## src/verilog/cbt_regs.svh

```systemverilog
// Register map, field positions and reset values of the CAN bit timing
// and identifier filter block.
// Assumes inclusion by bare name from every design file that needs it.
//
// Functional notes
// - Timing registers hold prescale, jump, segments, sampling
// - Synchronisation segment always lasts one time slice
// - Each segment lasts field value plus one
// - Bit period is four plus segment fields
// - Time slice is prescale plus one clocks
// - Segment fields three bits, prescale up to 63
// - Sample at end of first phase segment
// - Sampling select picks single or majority-of-three
// - Clock mode one selects doubled 20 MHz clock
// - Rejected identifiers are never forwarded
// - Mask one bits must match code bits
// - All-zero mask accepts every message
// - Standard compares 11 bits, extended 29
`ifndef CBT_REGS_SVH
`define CBT_REGS_SVH

// ****************************************************************
// Register byte addresses
// ****************************************************************
`define CBT_ADDR_PRESCALE 8'h00
`define CBT_ADDR_JUMP_PROP 8'h04
`define CBT_ADDR_PHASE_SMP 8'h08
`define CBT_ADDR_CLK_MODE 8'h0C
`define CBT_ADDR_MATCH 8'h10
`define CBT_ADDR_MASK 8'h14
`define CBT_ADDR_STATUS 8'h18

// ****************************************************************
// Field positions and writable bit masks
// ****************************************************************
`define CBT_PRESCALE_MASK 8'h7E
`define CBT_JUMP_PROP_MASK 8'h6E
`define CBT_PHASE_SMP_MASK 8'h7F
`define CBT_BRP_MSB 6
`define CBT_BRP_LSB 1
`define CBT_SJW_MSB 6
`define CBT_SJW_LSB 5
`define CBT_PRS_MSB 3
`define CBT_PRS_LSB 1
`define CBT_PHASE_SEGMENT_SECOND_MSB 6
`define CBT_PHASE_SEGMENT_SECOND_LSB 4
`define CBT_PHASE_SEGMENT_FIRST_MSB 3
`define CBT_PHASE_SEGMENT_FIRST_LSB 1
`define CBT_SMP_BIT 0
`define CBT_CLK_MODE_BIT 0
`define CBT_STD_ID_BITS 11

// ****************************************************************
// Reset values
// ****************************************************************
`define CBT_RST_TIMING 8'h00
`define CBT_RST_ID 29'h0000000
`define CBT_SLICE_ZERO 6'h00
`define CBT_SEG_ZERO 3'h0

`endif

```

## src/verilog/cbt_pkg.sv

```systemverilog
// Types shared by the CAN bit timing and identifier filter block.
// Assumes the constants of cbt_regs.svh for all numeric values.
package cbt_pkg;

  // ****************************************************************
  // Bit period segments
  // ****************************************************************
  typedef enum logic [3:0] {
    CBT_SEG_SYNC = 4'b0001,
    CBT_SEG_PROP = 4'b0010,
    CBT_SEG_PH1 = 4'b0100,
    CBT_SEG_PH2 = 4'b1000
  } cbt_seg_t;

  // ****************************************************************
  // State of the bus sampler
  // ****************************************************************
  typedef struct packed {
    logic sync1;
    logic [2:0] hist;
  } cbt_smp_state_t;

  // ****************************************************************
  // State of the top module
  // ****************************************************************
  typedef struct packed {
    logic pready;
    logic pslverr;
    logic [31:0] prdata;
    logic [7:0] prescale;
    logic [7:0] jump_prop;
    logic [7:0] phase_smp;
    logic clk_mode;
    logic [28:0] match;
    logic [28:0] mask;
    logic [5:0] slice_cnt;
    logic [2:0] seg_cnt;
    cbt_seg_t seg;
    logic slice_tick;
    logic bit_start;
    logic sample_pulse;
    logic bit_value;
    logic fwd_valid;
    logic [28:0] fwd_id;
    logic fwd_ext;
    logic drop;
    logic last_accept;
  } cbt_state_t;

endpackage

```

## src/verilog/cbt_sampler.sv

```systemverilog
// Bus pin synchroniser with three-sample majority vote.
// Assumes the bus pin is asynchronous to mclk_i.
`timescale 1ns/1ps
`include "cbt_regs.svh"

module cbt_sampler (
  // Clock and reset
  input wire logic mclk_i,
  input wire logic resetn_i,
  // Bus pin
  input wire logic rx_pin_i,
  // Sampled levels
  output logic rx_level_o,
  output logic rx_vote_o
);

  cbt_pkg::cbt_smp_state_t s;
  cbt_pkg::cbt_smp_state_t next_s;

  // Majority of three samples
  function automatic logic cbt_major(input logic [2:0] v);
    cbt_major = (v[0] & v[1]) | (v[0] & v[2]) | (v[1] & v[2]);
  endfunction

  // Two-stage synchroniser, then a history one clock apart
  always_comb begin
    next_s = s;
    next_s.sync1 = rx_pin_i;
    next_s.hist = {s.hist[1:0], s.sync1};
  end

  // State register; bus idles recessive
  always_ff @(posedge mclk_i or negedge resetn_i) begin
    if (!resetn_i) begin
      s <= '1;
    end else begin
      s <= next_s;
    end
  end

  assign rx_level_o = s.hist[0];
  assign rx_vote_o = cbt_major(s.hist);

endmodule

```

## src/verilog/cbt_id_filter.sv

```systemverilog
// Acceptance check of a received identifier against code and mask.
// Assumes identifier, code and mask are stable in the same clock.
`timescale 1ns/1ps
`include "cbt_regs.svh"

module cbt_id_filter (
  // Received identifier
  input wire logic [28:0] id_i,
  input wire logic ext_i,
  // Filter settings
  input wire logic [28:0] match_i,
  input wire logic [28:0] mask_i,
  // Verdict
  output logic accept_o
);

  logic [28:0] diff;
  logic [28:0] width_mask;

  // Standard frames compare only the low identifier bits
  always_comb begin
    width_mask = ext_i ? '1 : ((29'h0000001 << `CBT_STD_ID_BITS) -
                               29'h0000001);
    diff = (id_i ^ match_i) & mask_i & width_mask;
  end

  // Zero mask leaves no bit to differ
  assign accept_o = (diff == '0);

endmodule

```

## src/verilog/cbt_bit_timing.sv

```systemverilog
// Top of the CAN bit timing and identifier filter block: APB register
// file, time slice prescaler, bit segment sequencer and forward gate.
// Assumes APB master on mclk_i, bus pin asynchronous, received
// identifiers delivered on mclk_i by the frame logic.
`timescale 1ns/1ps
`include "cbt_regs.svh"

module cbt_bit_timing (
  // Clock and reset
  input wire logic mclk_i,
  input wire logic resetn_i,
  // APB slave
  input wire logic [7:0] paddr_i,
  input wire logic psel_i,
  input wire logic penable_i,
  input wire logic pwrite_i,
  input wire logic [31:0] pwdata_i,
  output logic pready_o,
  output logic pslverr_o,
  output logic [31:0] prdata_o,
  // Bus pin
  input wire logic can_rx_i,
  // Bit timing events
  output logic slice_tick_o,
  output logic bit_start_o,
  output logic sample_pulse_o,
  output logic bit_value_o,
  output logic [1:0] resync_jump_width_o,
  output logic doubled_clock_mode_o,
  // Received identifier from frame logic
  input wire logic rx_id_valid_i,
  input wire logic [28:0] rx_id_i,
  input wire logic rx_ext_i,
  // Forward to host port
  output logic fwd_valid_o,
  output logic [28:0] fwd_id_o,
  output logic fwd_ext_o,
  output logic fwd_drop_o
);

  // Registered state and its next value
  cbt_pkg::cbt_state_t s;
  cbt_pkg::cbt_state_t next_s;

  // Pin levels and filter verdict from the sub-blocks
  logic rx_level;
  logic rx_vote;
  logic accept;

  // Timing fields decoded from the registers
  logic [5:0] baud_prescale;
  logic [2:0] prop_segment;
  logic [2:0] phase_segment_first;
  logic [2:0] phase_segment_second;
  logic triple_sample_select;

  // Slice end and bus access strobes
  logic slice_end;
  logic access;
  logic commit;

  // ****************************************************************
  // Decode helpers
  // ****************************************************************

  // Mapped address check
  function automatic logic cbt_hit(input logic [7:0] a);
    cbt_hit = (a == `CBT_ADDR_PRESCALE) || (a == `CBT_ADDR_JUMP_PROP) ||
              (a == `CBT_ADDR_PHASE_SMP) || (a == `CBT_ADDR_CLK_MODE) ||
              (a == `CBT_ADDR_MATCH) || (a == `CBT_ADDR_MASK) ||
              (a == `CBT_ADDR_STATUS);
  endfunction

  // Read data of one register word
  function automatic logic [31:0] cbt_read(input logic [7:0] a,
                                           input cbt_pkg::cbt_state_t st);
    cbt_read = '0;
    case (a)
      `CBT_ADDR_PRESCALE: begin
        cbt_read = {24'h000000, st.prescale};
      end
      `CBT_ADDR_JUMP_PROP: begin
        cbt_read = {24'h000000, st.jump_prop};
      end
      `CBT_ADDR_PHASE_SMP: begin
        cbt_read = {24'h000000, st.phase_smp};
      end
      `CBT_ADDR_CLK_MODE: begin
        cbt_read = {31'h00000000, st.clk_mode};
      end
      `CBT_ADDR_MATCH: begin
        cbt_read = {3'h0, st.match};
      end
      `CBT_ADDR_MASK: begin
        cbt_read = {3'h0, st.mask};
      end
      `CBT_ADDR_STATUS: begin
        cbt_read = {25'h0000000, st.last_accept, st.bit_value,
                    st.seg, 1'h0};
      end
      default: begin
        cbt_read = '0;
      end
    endcase
  endfunction

  // ****************************************************************
  // Sub-blocks
  // ****************************************************************

  // Pin synchroniser and majority vote
  cbt_sampler u_sampler (
    .mclk_i(mclk_i),
    .resetn_i(resetn_i),
    .rx_pin_i(can_rx_i),
    .rx_level_o(rx_level),
    .rx_vote_o(rx_vote)
  );

  // Identifier acceptance check
  cbt_id_filter u_filter (
    .id_i(rx_id_i),
    .ext_i(rx_ext_i),
    .match_i(s.match),
    .mask_i(s.mask),
    .accept_o(accept)
  );

  // ****************************************************************
  // Field extraction
  // ****************************************************************

  // Timing fields from the three timing registers
  // Unused bits were already dropped on write, so the cuts stay clean
  always_comb begin
    baud_prescale = s.prescale[`CBT_BRP_MSB:`CBT_BRP_LSB];
    prop_segment = s.jump_prop[`CBT_PRS_MSB:`CBT_PRS_LSB];
    phase_segment_first = s.phase_smp[`CBT_PHASE_SEGMENT_FIRST_MSB:`CBT_PHASE_SEGMENT_FIRST_LSB];
    phase_segment_second = s.phase_smp[`CBT_PHASE_SEGMENT_SECOND_MSB:`CBT_PHASE_SEGMENT_SECOND_LSB];
    triple_sample_select = s.phase_smp[`CBT_SMP_BIT];
    slice_end = (s.slice_cnt == baud_prescale);
    access = psel_i & penable_i;
    commit = access & s.pready & pwrite_i & cbt_hit(paddr_i);
  end

  // ****************************************************************
  // Next state
  // ****************************************************************

  // Register file, sequencer and forward gate
  always_comb begin
    next_s = s;
    next_s.pready = 1'b0;
    next_s.pslverr = 1'b0;
    next_s.slice_tick = 1'b0;
    next_s.bit_start = 1'b0;
    next_s.sample_pulse = 1'b0;
    next_s.fwd_valid = 1'b0;
    next_s.drop = 1'b0;

    // APB answer one cycle into the access phase
    // The answer is registered, so every access phase lasts two cycles;
    // the write itself lands at the edge that sees pready high
    if (access && !s.pready) begin
      next_s.pready = 1'b1;
      next_s.pslverr = !cbt_hit(paddr_i);
      next_s.prdata = pwrite_i ? 32'h00000000 : cbt_read(paddr_i, s);
    end

    // Writes take effect at the edge that completes the transfer
    if (commit) begin
      case (paddr_i)
        `CBT_ADDR_PRESCALE: begin
          next_s.prescale = pwdata_i[7:0] & `CBT_PRESCALE_MASK;
        end
        `CBT_ADDR_JUMP_PROP: begin
          next_s.jump_prop = pwdata_i[7:0] & `CBT_JUMP_PROP_MASK;
        end
        `CBT_ADDR_PHASE_SMP: begin
          next_s.phase_smp = pwdata_i[7:0] & `CBT_PHASE_SMP_MASK;
        end
        `CBT_ADDR_CLK_MODE: begin
          next_s.clk_mode = pwdata_i[`CBT_CLK_MODE_BIT];
        end
        `CBT_ADDR_MATCH: begin
          next_s.match = pwdata_i[28:0];
        end
        `CBT_ADDR_MASK: begin
          next_s.mask = pwdata_i[28:0];
        end
        default: begin
          next_s.match = s.match;
        end
      endcase
    end

    // Time slice prescaler
    // A prescale lowered below the running count lets the count wrap
    // once before the new slice length applies
    if (slice_end) begin
      next_s.slice_cnt = `CBT_SLICE_ZERO;
      next_s.slice_tick = 1'b1;
    end else begin
      next_s.slice_cnt = s.slice_cnt + 6'h01;
    end

    // Segment sequencer, one step per time slice
    // Sync always lasts one slice, the others field plus one slices,
    // so a bit never spans fewer than four slices
    if (slice_end) begin
      case (s.seg)
        cbt_pkg::CBT_SEG_SYNC: begin
          next_s.seg = cbt_pkg::CBT_SEG_PROP;
          next_s.seg_cnt = `CBT_SEG_ZERO;
        end
        cbt_pkg::CBT_SEG_PROP: begin
          if (s.seg_cnt == prop_segment) begin
            next_s.seg = cbt_pkg::CBT_SEG_PH1;
            next_s.seg_cnt = `CBT_SEG_ZERO;
          end else begin
            next_s.seg_cnt = s.seg_cnt + 3'h1;
          end
        end
        cbt_pkg::CBT_SEG_PH1: begin
          if (s.seg_cnt == phase_segment_first) begin
            next_s.seg = cbt_pkg::CBT_SEG_PH2;
            next_s.seg_cnt = `CBT_SEG_ZERO;
            next_s.sample_pulse = 1'b1;
            next_s.bit_value = triple_sample_select ? rx_vote :
                               rx_level;
          end else begin
            next_s.seg_cnt = s.seg_cnt + 3'h1;
          end
        end
        cbt_pkg::CBT_SEG_PH2: begin
          if (s.seg_cnt == phase_segment_second) begin
            next_s.seg = cbt_pkg::CBT_SEG_SYNC;
            next_s.seg_cnt = `CBT_SEG_ZERO;
            next_s.bit_start = 1'b1;
          end else begin
            next_s.seg_cnt = s.seg_cnt + 3'h1;
          end
        end
        default: begin
          next_s.seg = cbt_pkg::CBT_SEG_SYNC;
          next_s.seg_cnt = `CBT_SEG_ZERO;
        end
      endcase
    end

    // Forward only accepted identifiers
    // The held identifier changes only on an accepted message, so the
    // host side never sees a rejected one
    if (rx_id_valid_i) begin
      next_s.fwd_valid = accept;
      next_s.drop = !accept;
      next_s.last_accept = accept;
      if (accept) begin
        next_s.fwd_id = rx_id_i;
        next_s.fwd_ext = rx_ext_i;
      end
    end
  end

  // ****************************************************************
  // State register
  // ****************************************************************

  // All state of the top module
  // Timing and filter settings clear on reset, so the sequencer starts
  // in sync with a one-clock slice and every message is accepted
  always_ff @(posedge mclk_i or negedge resetn_i) begin
    if (!resetn_i) begin
      s <= '0;
      s.prescale <= `CBT_RST_TIMING;
      s.jump_prop <= `CBT_RST_TIMING;
      s.phase_smp <= `CBT_RST_TIMING;
      s.match <= `CBT_RST_ID;
      s.mask <= `CBT_RST_ID;
      s.seg <= cbt_pkg::CBT_SEG_SYNC;
    end else begin
      s <= next_s;
    end
  end

  // ****************************************************************
  // Outputs
  // ****************************************************************

  // Every output straight from the state register
  // The jump width is stored and shown; no resynchronisation uses it
  assign pready_o = s.pready;
  assign pslverr_o = s.pslverr;
  assign prdata_o = s.prdata;
  assign slice_tick_o = s.slice_tick;
  assign bit_start_o = s.bit_start;
  assign sample_pulse_o = s.sample_pulse;
  assign bit_value_o = s.bit_value;
  assign resync_jump_width_o = s.jump_prop[`CBT_SJW_MSB:`CBT_SJW_LSB];
  assign doubled_clock_mode_o = s.clk_mode;
  assign fwd_valid_o = s.fwd_valid;
  assign fwd_id_o = s.fwd_id;
  assign fwd_ext_o = s.fwd_ext;
  assign fwd_drop_o = s.drop;

endmodule

```

## config.mk

```make
export PLATFORM = sky130hd
export DESIGN_NAME = cbt_bit_timing
export DESIGN_NICKNAME = d
export VERILOG_FILES = /design/src/verilog/cbt_pkg.sv /design/src/verilog/cbt_sampler.sv /design/src/verilog/cbt_id_filter.sv /design/src/verilog/cbt_bit_timing.sv
export VERILOG_INCLUDE_DIRS = /design/src /design/src/verilog
export SDC_FILE = /design/constraint.sdc
export NUM_CORES = 1
export LEC_CHECK = 0
export BUFFER_PORTS_ARGS = -buffer_cell sky130_fd_sc_hd__buf_2
export CAP_MARGIN = 20
export CORE_ASPECT_RATIO = 1.2
export CORE_UTILIZATION = 35
export CTS_CLUSTER_SIZE = 10
export DETAILED_ROUTE_END_ITERATION = 8
export PLACE_DENSITY = 0.65
export SLEW_MARGIN = 20
export SYNTH_ARGS = -nofsm -noshare
export SYNTH_HDL_FRONTEND = slang
export SYNTH_SLANG_ARGS = --single-unit
```

## constraint.sdc

```tcl
create_clock -name mclk_i -period 2.36 [get_ports mclk_i]
set_input_delay 0.354 -clock mclk_i [delete_from_list [all_inputs] [get_ports mclk_i]]
set_output_delay 0.354 -clock mclk_i [all_outputs]
set_load 0.03 [all_outputs]
```

* Word level (Yosys, flattened, before mapping)
Index checks and enable logic that the tools add are counted.
Operators by class: mux-type cells 21, reductions and logical operators 21, equal/unequal tests 17, bitwise logic cells 12, $add $sub $neg 2
Operators with widths (count):
- 29-bit case mux with 7 select lines | 1
- 29-bit AND | 2
- 34-bit two-way mux | 1
- 33-bit two-way mux | 1
- 32-bit two-way mux | 1
- 30-bit two-way mux | 1
- 29-bit logical NOT | 1
- 29-bit two-way mux | 1
- 29-bit XOR | 1
- 7-bit case mux with 4 select lines | 1
- 8-bit by 5-bit == test with 1-bit output, second input constant | 3
- 8-bit by 4-bit == test with 1-bit output, second input constant | 2
- 2-bit AND reduction | 7
- 3-bit two-way mux | 4
- 4-bit two-way mux | 3
- 3-bit == test | 3
- 8-bit by 3-bit == test with 1-bit output, second input constant | 1
- 8-bit logical NOT | 1
- 1-bit AND | 7
- 6-bit by 1-bit adder with 6-bit output, second input constant | 1
- 6-bit == test | 1
- 1-bit logical OR | 6
- 6-bit two-way mux | 1
- 2-bit inequality test, second input constant | 3
- 12 further kinds | 19
Storage, ports and cells: input bits 77, flip-flop bits (word level) 165, output and inout port bits 73, word-level logic and storage cells 96

* Depth between registers and ports, before layout
Gate-level depths: netlist of run 1.
depth in word-level cells 9, depth in mapped cells 8, gate-level depth less buffers 7

* Modules after synthesis
A second synthesis of run 1 with hierarchy kept.
Unflattened totals: cell total of the unflattened synthesis 626, area, all modules 7775.0 µm²
By module, submodules not included:
- cbt_bit_timing | sequential area each 3955.0 µm², area an instance 7238.2 µm², cells an instance 574, instances 1
- cbt_id_filter | sequential area each 0.0 µm², area an instance 420.4 µm², cells an instance 47, instances 1
- cbt_sampler | sequential area each 105.1 µm², area an instance 116.4 µm², cells an instance 5, instances 1

* Worst setup path before layout of run 1
Ideal clock, no wire load.
path type in2reg, start input paddr_i[5], end register s[100] (netlist name), path slack 0.351 ns, required time 2.235 ns, buffers on the path 3, arrival 1.884 ns, stages on the path 8, library setup time 0.125 ns, cells stage by stage nor3_4 > o211ai_1 > or2_1 > buf_2 > nor3_2 > buf_4 > buf_8 > mux2_2
On the way: longest elaborated chain between the ends 9, elaborated cells between the ends (all ways) 15, classes of those cells 6 x eq/ne; 1 x bitwise; 8 x reduce/logical
RTL lines:
- start: declaration | line cbt_bit_timing.sv:13 | input wire logic [7:0] paddr_i,
- 8-bit by 3-bit == test with 1-bit output / 8-bit logical NOT (equally long branches)
- 1-bit logical OR (6 in series) | line cbt_bit_timing.sv:68 | cbt_hit = (a == `CBT_ADDR_PRESCALE) || (a == `CBT_ADDR_JUMP_PROP) ||
- 1-bit AND | line cbt_bit_timing.sv:143 | commit = access & s.pready & pwrite_i & cbt_hit(paddr_i);
- 2-bit AND reduction (no line) *
- end signal: assignment | line cbt_bit_timing.sv:282 | s <= next_s;
- end: declaration | line cbt_bit_timing.sv:42 | cbt_pkg::cbt_state_t s;
Mark *: on every way between the ends. The rest lies on a longest branch, timed or not. A chain may end at the register's enable or synchronous reset.

* Final worst setup path of run 1
start register s[102] (netlist name), end register s, in the netlist fwd_id_o[19]
On the way: longest elaborated chain between the ends 5
RTL lines:
- 29-bit XOR | line cbt_id_filter.sv:24 | diff = (id_i ^ match_i) & mask_i & width_mask;
- 29-bit AND (2 in series) | line cbt_id_filter.sv:24
- 29-bit logical NOT | line cbt_id_filter.sv:28 | assign accept_o = (diff == '0);
- 2-bit AND reduction (no line)
Every way passes these cells.

==> results.py, run 1 <==
metrics = {
    "status": {
        "status": "complete, no violations",
    },
    "yosys": {
        "synth-async-reset-ratio_pct": 100,
        "syn_area_um2": 7730,
        "synth_edf_count": 0,
        "ys.flop_type": "dfrtp_1",
        "synth.avg_cell_area_um2": 12.6,
        "ys.warnings.count": 0,
        "synth-seq-cells": 162,
        "seq_area_frac_synth_pct": 52.5,
        "ys_types": 55,
        "syn_inst": 614,
    },
    "routing": {
        "drc": 0,
        "route.antenna.remaining_nets": 0,
        "drt-total-wl_um": 18900,
        "via_per_inst": 5.04,
        "num_vias": 5096,
        "post_drt_wl_per_cell_um": 18.7,
        "drt_first_pass_iters": 4,
        "first_iter_violations": 294,
    },
    "finish": {
        "finalNonFillerCells": 1011,
        "final_area_um2": 9150,
        "post_route_cells_drive_above_1_share_pct": 44.8,
        "nets": 801,
        "area_growth_pct": 18.3,
    },
    "setup_path": {
        "reg2reg_slack_ns": 0.11,
        "cp_top_family": "compound AO/OA/AOI/OAI gates",
        "cp_max_fo": 14,
        "path_cells": "xor2_1 > a22o_1 > a221oi_1 > nand4_1 > a21o_4 > buf_12 > mux2_4",
        "cp.required_ns": 2.67,
        "crit_type": "flip-flop to flip-flop",
        "slowest_stage": "dfrtp_1",
        "cp.arrival_ns": 2.55,
        "crit_path_start_kind": "flip-flop",
        "cpPeakStageDelay_ns": 0.41,
        "end_kind": "flip-flop",
        "path_buf_inv": 1,
    },
    "die": {
        "io_pins": 150,
        "fp.dieArea_um2": 22700,
        "core_area_um2": 21700,
        "rows": 59,
        "start_util_pct": 35.6,
        "die_w_um": 138,
        "die_height_um": 165,
    },
    "timing": {
        "hold_viol_final": 0,
        "rsz0062_at_grt": "false",
        "setup_violations": 0,
        "slew_viol_final": 0,
        "whs_ns": 0.0265,
        "slew_headroom_pct": 63.6,
        "period_share_pct": 95.2,
        "fin_crit_ns": 2.25,
        "max_freq_mhz": 445,
        "setup_slack_ns": 0.112,
        "clock_skew_ns": 0.0122,
        "tightest_slew_ns": 0.538,
    },
    "cts": {
        "cts_buffers": 17,
        "clock_latency_ns": 0.43,
        "cts_buffer_depth": 2,
        "cts.sinks": 162,
        "cts_setup_buffers": 0,
        "cts-resized-gates": 0,
        "cts_max_level": 4,
        "cts_tree": "yes",
        "cts_root_buf": "clkbuf_16",
        "path_clk_slew_ns": 0.06,
    },
    "placement": {
        "placed_cells": 976,
        "placed_cell_area_um2": 8530,
        "gp_congestion": 0.843,
        "dp_hpwl_um": 13900,
        "port_buffers": 143,
        "place_ws_ns": -0.0247,
    },
    "min_path": {
        "hp-class": "input port to flip-flop",
    },
    "grt": {
        "antenna_found_initial": 2,
        "grt_pass1_vias": 5229,
        "grt_max_degree": 52,
        "grt_overflow": 0,
        "grtUsageTotal_pct": 17.7,
        "grt_pass1_wl_um": 29400,
    },
    "run": {
        "max-cap-violations": 0,
    },
    "power_and_ir_drop": {
        "p_per_area_nw_per_um2": 707,
        "ir_worst_vdd_mv": 0.480,
        "power.total_mw": 6.46,
        "power_leakage_nw": 4.54,
    },
}
==> power by group <==
| group | internal [mW] | leakage, nW | switching (mW) | total, mW |
|---|---|---|---|---|
| Clock | 1.68 | 0.280 | 1.18 | 2.86 |
| Sequential | 2.88 | 2.16 | 0.0791 | 2.96 |
| Combinational | 0.260 | 2.10 | 0.393 | 0.653 |
==> area by class of cell <==
cell class                 instances  area [µm²]
clock inverter                    14         176
fill                            2069       12600
timing repair buffer             172        1040
antenna                            2        5.00
sequential                       162        4060
inverter                           7        26.3
clock buffer                      18         429
multi-input combinational        362        3060
tap                              274         343
==> per-stage QoR <==
step                      util [%]  TNS, ns
after global placement        39.3   -0.123
final                         42.1        0
after floorplan                  -        0
after CTS                     42.1        0
after global routing          42.1        0
after detailed placement      39.3   -0.443
==> kinds of logic (layout without fill, tap and decap cells) <==
family | after synthesis | after routing | synth area share (%)
muxes | 109 | 109 | 17.2
and+or+nand+nor | 90 | 90 | 6.41
DFF | 162 | 162 | 52.5
adders and majority gates | 2 | 2 | 0.324
buffers and inverters | 92 | 211 | 8.11
other | 1 | 5 | 0.0485
AOI/OAI and AO/OA | 109 | 109 | 9.81
xor gates and xnor gates | 49 | 49 | 5.55
==> cell usage in the layout (no fill, tap or decap), types with 5 or more instances in the layout <==
| master | n |
|---|---|
| clkinvlp_4 | 5 |
| dfrtp_1 | 157 |
| xor2_1 | 36 |
| nor2_1 | 14 |
| clkbuf_16 | 17 |
| nand3_1 | 7 |
| dfstp_2 | 5 |
| a22oi_1 | 43 |
| xnor2_1 | 13 |
| a31oi_1 | 8 |
| buf_12 | 8 |
| a21oi_1 | 5 |
| buf_4 | 20 |
| nand2_1 | 32 |
| mux2_2 | 80 |
| mux2_4 | 28 |
| a21o_1 | 7 |
| buf_2 | 142 |
| o21ai_0 | 28 |
| nand2b_1 | 5 |
| inv_6 | 5 |
| inv_1 | 6 |
==> cell usage after synthesis (all sizes together) (6+ instances only) <==
| library cell | instances | share of area [%] |
|---|---|---|
| dfrtp | 157 | 51 |
| mux2 | 108 | 17 |
| buf | 74 | 7.2 |
| a22oi | 43 | 4.2 |
| xor2 | 36 | 4.1 |
| nand2 | 33 | 1.7 |
| o21ai | 28 | 1.8 |
| nor2 | 16 | 0.81 |
| xnor2 | 13 | 1.5 |
| clkbuf | 11 | 0.53 |
| a21o | 8 | 0.87 |
| a31oi | 8 | 0.65 |
| nand3 | 7 | 0.45 |
| nor3 | 7 | 0.87 |
| inv | 6 | 0.29 |
==> state kept, by name, summed over array words and instances (netlist names), 2 cells and up <==
register,count
fwd_id_o,29
phase_segment_first,3
phase_segment_second,3
prop_segment,3
s,73
u_sampler.next_s,2
baud_prescale,6
resync_jump_width_o,2
prdata_o,29
==> layer usage <==
metal / vias up / wire length (µm) / track usage (%)
met2: 156 / 9430 / 29.9
met3: 25 / 1080 / 3.56
met1: 2565 / 7970 / 22.0
met4: 0 / 400 / 6.69
li1: 2350 / - / -
met5: - / 0 / 0
==> what timing repair did <==
item | 4_1_cts | 5_1_grt
setup endpoints to repair | 0 | 0
hold endpoints to repair | 41 | 0
hold buffers | 1 | 0
==> path summary, 6_finish.rpt <==
path,startpoint,to,cells past startpoint
setup / recovery,s[102],fwd_id_o[19],7
hold / removal,can_rx_i,u_sampler.next_s[0],1
setup reg to reg,s[102],fwd_id_o[19],7
hold reg to reg,u_sampler.next_s[0],u_sampler.rx_level_o,0
max in group asynchronous,resetn_i,u_sampler.next_s[2],3
min in group asynchronous,resetn_i,prdata_o[15],2
(Power assumes the default switching activity.)
==> inputs of run 2 (changes only) <==
PLACE_DENSITY = 0.6   (was 0.65)
==> run 2 against run 1 <==
  * Register-to-register slack improved by 0.03 ns
  * Routed wire length decreased by 1.1%
  * Critical path depth increased by 1
  * Via count decreased by 0.86%
  * First-iteration DRC count decreased by 12%
  * Fmax increased by 1.5%
  * Die area unchanged
  * Final cell count increased by 0.49%
  * Largest cell class unchanged
==> results.py, run 2 (synthesis gave the netlist of run 1 again) <==
metrics = {
    "grt": {
        "met3_usage_pct": 3.53,
        "grt_pass1_vias": 5192,
        "grt_util_met2_pct": 29.0,
        "grt_pass1_wl_um": 28900,
        "grtUsageTotal_pct": 17.4,
        "antenna_found_initial": 1,
        "grt_overflow": 0,
        "grtUsageMet1_pct": 22.1,
        "grt_max_degree": 61,
        "busiest_layer": "met2",
    },
    "cts": {
        "cts_max_level": 4,
        "cts.sinks": 162,
        "path_clk_slew_ns": 0.06,
        "cts_buffer_depth": 2,
        "cts_buffers": 17,
        "clock_latency_ns": 0.43,
        "cts_root_buf": "clkbuf_16",
        "cts_tree": "yes",
        "cts_setup_buffers": 0,
    },
    "die": {
        "rows": 59,
        "core_area_um2": 21700,
        "io_pins": 150,
        "die_w_um": 138,
        "start_util_pct": 35.6,
        "fp.dieArea_um2": 22700,
        "die_height_um": 165,
    },
    "timing": {
        "slew_viol_final": 0,
        "setup_violations": 0,
        "slew_headroom_pct": 60.5,
        "hold_viol_final": 0,
        "fin_crit_ns": 2.21,
        "max_freq_mhz": 452,
        "timing.setup.tns_ns": 0,
        "clock_skew_ns": 0.00799,
        "rsz0062_at_grt": "false",
        "tightest_slew_ns": 0.592,
        "period_share_pct": 93.8,
    },
    "setup_path": {
        "crit_path_start_kind": "flip-flop",
        "startpoint": "s[102]",
        "slowest_stage": "dfrtp_1",
        "end_kind": "flip-flop",
        "path_buf_inv": 2,
        "crit_type": "flip-flop to flip-flop",
        "rr_startpoint": "s[102]",
        "cp.arrival_ns": 2.52,
        "timing.rr.end": "fwd_id_o[19]",
        "reg2reg_depth": 8,
        "cp_max_fo": 13,
        "endpoint": "fwd_id_o[19]",
        "cp.depth": 8,
        "cp_top_family": "compound AO/OA/AOI/OAI gates",
        "cp.required_ns": 2.67,
        "path_cells": "xor2_1 > a22o_1 > a221oi_2 > buf_4 > nand4_1 > a21o_4 > buf_12 > mux2_4",
        "reg2reg_slack_ns": 0.15,
        "cpPeakStageDelay_ns": 0.40,
    },
    "finish": {
        "largest_register": "s",
        "largest_register_ffs": 73,
        "final_area_um2": 9210,
        "utilization_pct": 42.4,
        "area_growth_pct": 19.1,
        "layout_commonest_cell": "dfrtp_1",
        "final_cell_mix": "dfrtp_1, buf_2, mux2_2",
        "post_route_cells_drive_above_1_share_pct": 45.1,
        "nets": 808,
    },
    "power_and_ir_drop": {
        "power_leakage_nw": 4.59,
        "p_per_area_nw_per_um2": 698,
        "power.total_mw": 6.42,
        "ir_worst_vdd_mv": 0.567,
    },
    "routing": {
        "route.antenna.remaining_nets": 0,
        "drt_first_pass_iters": 5,
        "via_per_inst": 4.97,
        "drt-total-wl_um": 18700,
        "num_vias": 5052,
        "drc": 0,
        "post_drt_wl_per_cell_um": 18.4,
        "first_iter_violations": 260,
    },
    "run": {
        "max-cap-violations": 0,
    },
    "placement": {
        "gp_congestion": 0.806,
        "placed_cell_area_um2": 8590,
        "dp_hpwl_um": 13600,
        "port_buffers": 143,
    },
    "status": {
        "status": "complete, no violations",
    },
    "min_path": {
        "hp-class": "input port to flip-flop",
    },
}
[run 2: cell types whose count changed in the layout (fill, tap and decap cells not counted), sizes merged]
| cell | delta |
|---|---|
| buf | +7 |
| clkbuf | +4 |
| clkinv | +2 |
| clkinvlp | -2 |
| diode | -1 |
| inv | -5 |
[run 2: metal layers]
metal / share of wire, % / vias up
li1: - / 2352
met1: 44 / 2540
met2: 49 / 135
met3: 5.1 / 23
met4: 2.1 / 2
met5: 0.043 / -
[run 2: worst min path at each step]
| stage | startpoint | to | slack [ns] | depth (start not counted) |
|---|---|---|---|---|
| global route | can_rx_i | u_sampler.next_s[0] | 0.01 | 1 |
| global placement | u_sampler.next_s[0] | u_sampler.rx_level_o | 0.35 | 0 |
| finish | can_rx_i | u_sampler.next_s[0] | 0.03 | 1 |
| CTS | can_rx_i | u_sampler.next_s[0] | 0.009 | 1 |
| floorplan | resetn_i | baud_prescale[0] | 0.06 | 0 |
| detailed placement | u_sampler.next_s[0] | u_sampler.rx_level_o | 0.35 | 0 |
[run 2: power breakdown]
part	internal (mW)	switching, mW	total, mW
Combinational	0.263	0.396	0.659
Sequential	2.88	0.0783	2.96
Clock	1.71	1.10	2.81
Total	4.85	1.57	6.42
[run 2: repair_timing]
| action | 4_1_cts | 5_1_grt |
|---|---|---|
| endpoints found under the setup margin | 0 | 29 |
| resized for setup | 0 | 1 |
| endpoints found under the hold margin | 58 | 0 |
| hold buffers | 1 | 0 |
[run 2: stage by stage]
stage	hold slack (ns)	instances	setup slack (ns)
CTS	0.00919	1015	0.0653
floorplan	0.0584	616	0.351
detailed placement	0.347	983	-0.0154
finish	0.0278	1016	0.145
global route	0.0105	1015	0.0129
global placement	0.347	983	0.0182
[run 2: worst reg2reg max path, stage by stage, from the launching register on]
cell and delay (ns):
dfrtp_1 0.40, xor2_1 0.15, a22o_1 0.32, a221oi_2 0.19, buf_4 0.15, nand4_1 0.13, a21o_4 0.30, buf_12 0.16
mux2_4 0.30
[run 2: layout make-up]
class | count | area [µm²]
Fill cell | 2063 | 12500
Multi-Input combinational cell | 362 | 3070
Antenna cell | 1 | 2.50
Tap cell | 274 | 343
Inverter | 7 | 26.3
Clock buffer | 22 | 464
Sequential cell | 162 | 4060
Clock inverter | 9 | 131
Timing Repair Buffer | 179 | 1110
==> inputs of run 3 (changes only) <==
CTS_BUF_LIST = sky130_fd_sc_hd__clkbuf_8   (was default)
==> run 3 against run 2 <==
  * Final cell count unchanged
  * Utilization decreased by 0.85 points
  * Clock skew increased by 0.0062 ns
  * Largest power group unchanged
==> results.py, run 3 (synthesis gave the netlist of run 1 again) <==
metrics = {
    "timing": {
        "period_share_pct": 93.3,
        "whs_ns": 0.136,
        "clock_skew_ns": 0.0142,
        "hold_viol_final": 0,
        "tightest_slew_ns": 0.588,
        "fin_crit_ns": 2.20,
        "rsz0062_at_grt": "false",
        "slew_viol_final": 0,
        "slew_headroom_pct": 60.8,
        "setup_violations": 0,
        "max_freq_mhz": 454,
    },
    "cts": {
        "cts.sinks": 162,
        "cts_buffer_depth": 2,
        "cts_root_buf": "clkbuf_8",
        "cts_buffers": 17,
        "cts_setup_buffers": 0,
        "cts_max_level": 4,
        "clock_latency_ns": 0.46,
        "cts_tree": "yes",
        "path_clk_slew_ns": 0.09,
    },
    "routing": {
        "drt_first_pass_iters": 4,
        "route.antenna.remaining_nets": 0,
        "first_iter_violations": 251,
        "drt-total-wl_um": 18600,
        "drc": 0,
        "via_per_inst": 4.96,
        "num_vias": 5042,
        "post_drt_wl_per_cell_um": 18.3,
    },
    "die": {
        "die_height_um": 165,
        "io_pins": 150,
        "die_w_um": 138,
        "start_util_pct": 35.6,
        "core_area_um2": 21700,
        "rows": 59,
        "fp.dieArea_um2": 22700,
    },
    "placement": {
        "placed_cell_area_um2": 8590,
        "dp_hpwl_um": 13600,
        "gp_congestion": 0.806,
        "port_buffers": 143,
        "placed_cells": 983,
    },
    "setup_path": {
        "path_buf_inv": 2,
        "cp.required_ns": 2.70,
        "rr_startpoint": "s[102]",
        "timing.rr.end": "fwd_id_o[19]",
        "cp.arrival_ns": 2.55,
        "endpoint": "fwd_id_o[19]",
        "cp.depth": 8,
        "slowest_stage": "dfrtp_1",
        "crit_type": "flip-flop to flip-flop",
        "path_cells": "xor2_1 > a22o_1 > a221oi_2 > buf_4 > nand4_1 > a21o_4 > buf_12 > mux2_4",
        "reg2reg_slack_ns": 0.16,
        "end_kind": "flip-flop",
        "cp_max_fo": 13,
        "crit_path_start_kind": "flip-flop",
        "cpPeakStageDelay_ns": 0.40,
        "startpoint": "s[102]",
        "reg2reg_depth": 8,
        "cp_top_family": "compound AO/OA/AOI/OAI gates",
    },
    "grt": {
        "grt_pass1_wl_um": 28800,
        "grt_pass1_vias": 5183,
        "grt_overflow": 0,
        "grtUsageTotal_pct": 17.3,
        "antenna_found_initial": 1,
        "grt_max_degree": 61,
    },
    "finish": {
        "post_route_cells_drive_above_1_share_pct": 45.0,
        "antennaDiodeCount": 0,
        "largest_register_ffs": 73,
        "final_cell_mix": "dfrtp_1, buf_2, mux2_2",
        "area_growth_pct": 16.7,
        "finalNonFillerCells": 1016,
        "nets": 809,
        "final_area_um2": 9020,
        "layout_commonest_cell": "dfrtp_1",
        "utilization_pct": 41.6,
        "largest_register": "s",
    },
    "power_and_ir_drop": {
        "p_per_area_nw_per_um2": 634,
        "power_leakage_nw": 4.52,
        "ir_worst_vdd_mv": 0.322,
    },
    "status": {
        "status": "complete, no violations",
    },
    "min_path": {
        "hp-class": "input port to flip-flop",
        "worstHoldStart": "rx_id_valid_i",
    },
    "run": {
        "max-cap-violations": 0,
    },
}
run 3: changes by cell type in the layout (fill, tap and decap cells not counted):
| cell | delta |
|---|---|
| clkbuf_16 | -17 |
| clkbuf_8 | +17 |
| dlygate4sd3_1 | +1 |
| clkbuf_1 | -3 |
| inv_1 | +3 |
| diode_2 | -1 |
run 3: layout make-up:
| type | count | area, µm² |
|---|---|---|
| Multi-Input combinational cell | 362 | 3070 |
| Sequential cell | 162 | 4060 |
| Clock buffer | 19 | 262 |
| Clock inverter | 12 | 143 |
| Tap cell | 274 | 343 |
| Timing Repair Buffer | 180 | 1120 |
| Inverter | 7 | 26.3 |
| Fill cell | 2091 | 12700 |
run 3: metal layers:
metal  track usage, %  up-vias  wire (µm)
met4             5.39        2        283
met5                0        -          8
met1             22.2     2539       8310
met2             28.7      128       9120
li1                 -     2356          -
met3             3.99       17        923
run 3: timing repair:
item	4_1_cts	5_1_grt
resized for setup	0	1
endpoints found under the setup margin	0	29
hold buffers	2	0
endpoints found under the hold margin	59	0
run 3: how the worst min path moves through the flow:
stage                                end  depth (start not counted)
CTS                                 s[0]                          2
global placement    u_sampler.rx_level_o                          0
detailed placement  u_sampler.rx_level_o                          0
global route                       s[59]                          2
finish                              s[0]                          2
floorplan               baud_prescale[0]                          0
run 3: where the power goes:
part	internal (mW)	total, mW	switching, mW
sequential	2.87	2.95	0.0788
combinational	0.264	0.661	0.397
clock	1.08	2.11	1.03
total	4.22	5.72	1.50
run 3: per-stage QoR:
step / setup TNS, ns / worst slack (ns) / power, mW
2_1_floorplan: 0 / 0.351 / 3.43
3_3_place_gp: 0 / 0.0182 / 3.67
3_5_place_dp: -0.209 / -0.0154 / 3.68
4_1_cts: 0 / 0.0628 / 5.80
5_1_grt: 0 / 0.00396 / 5.98
6_report: 0 / 0.159 / 5.72
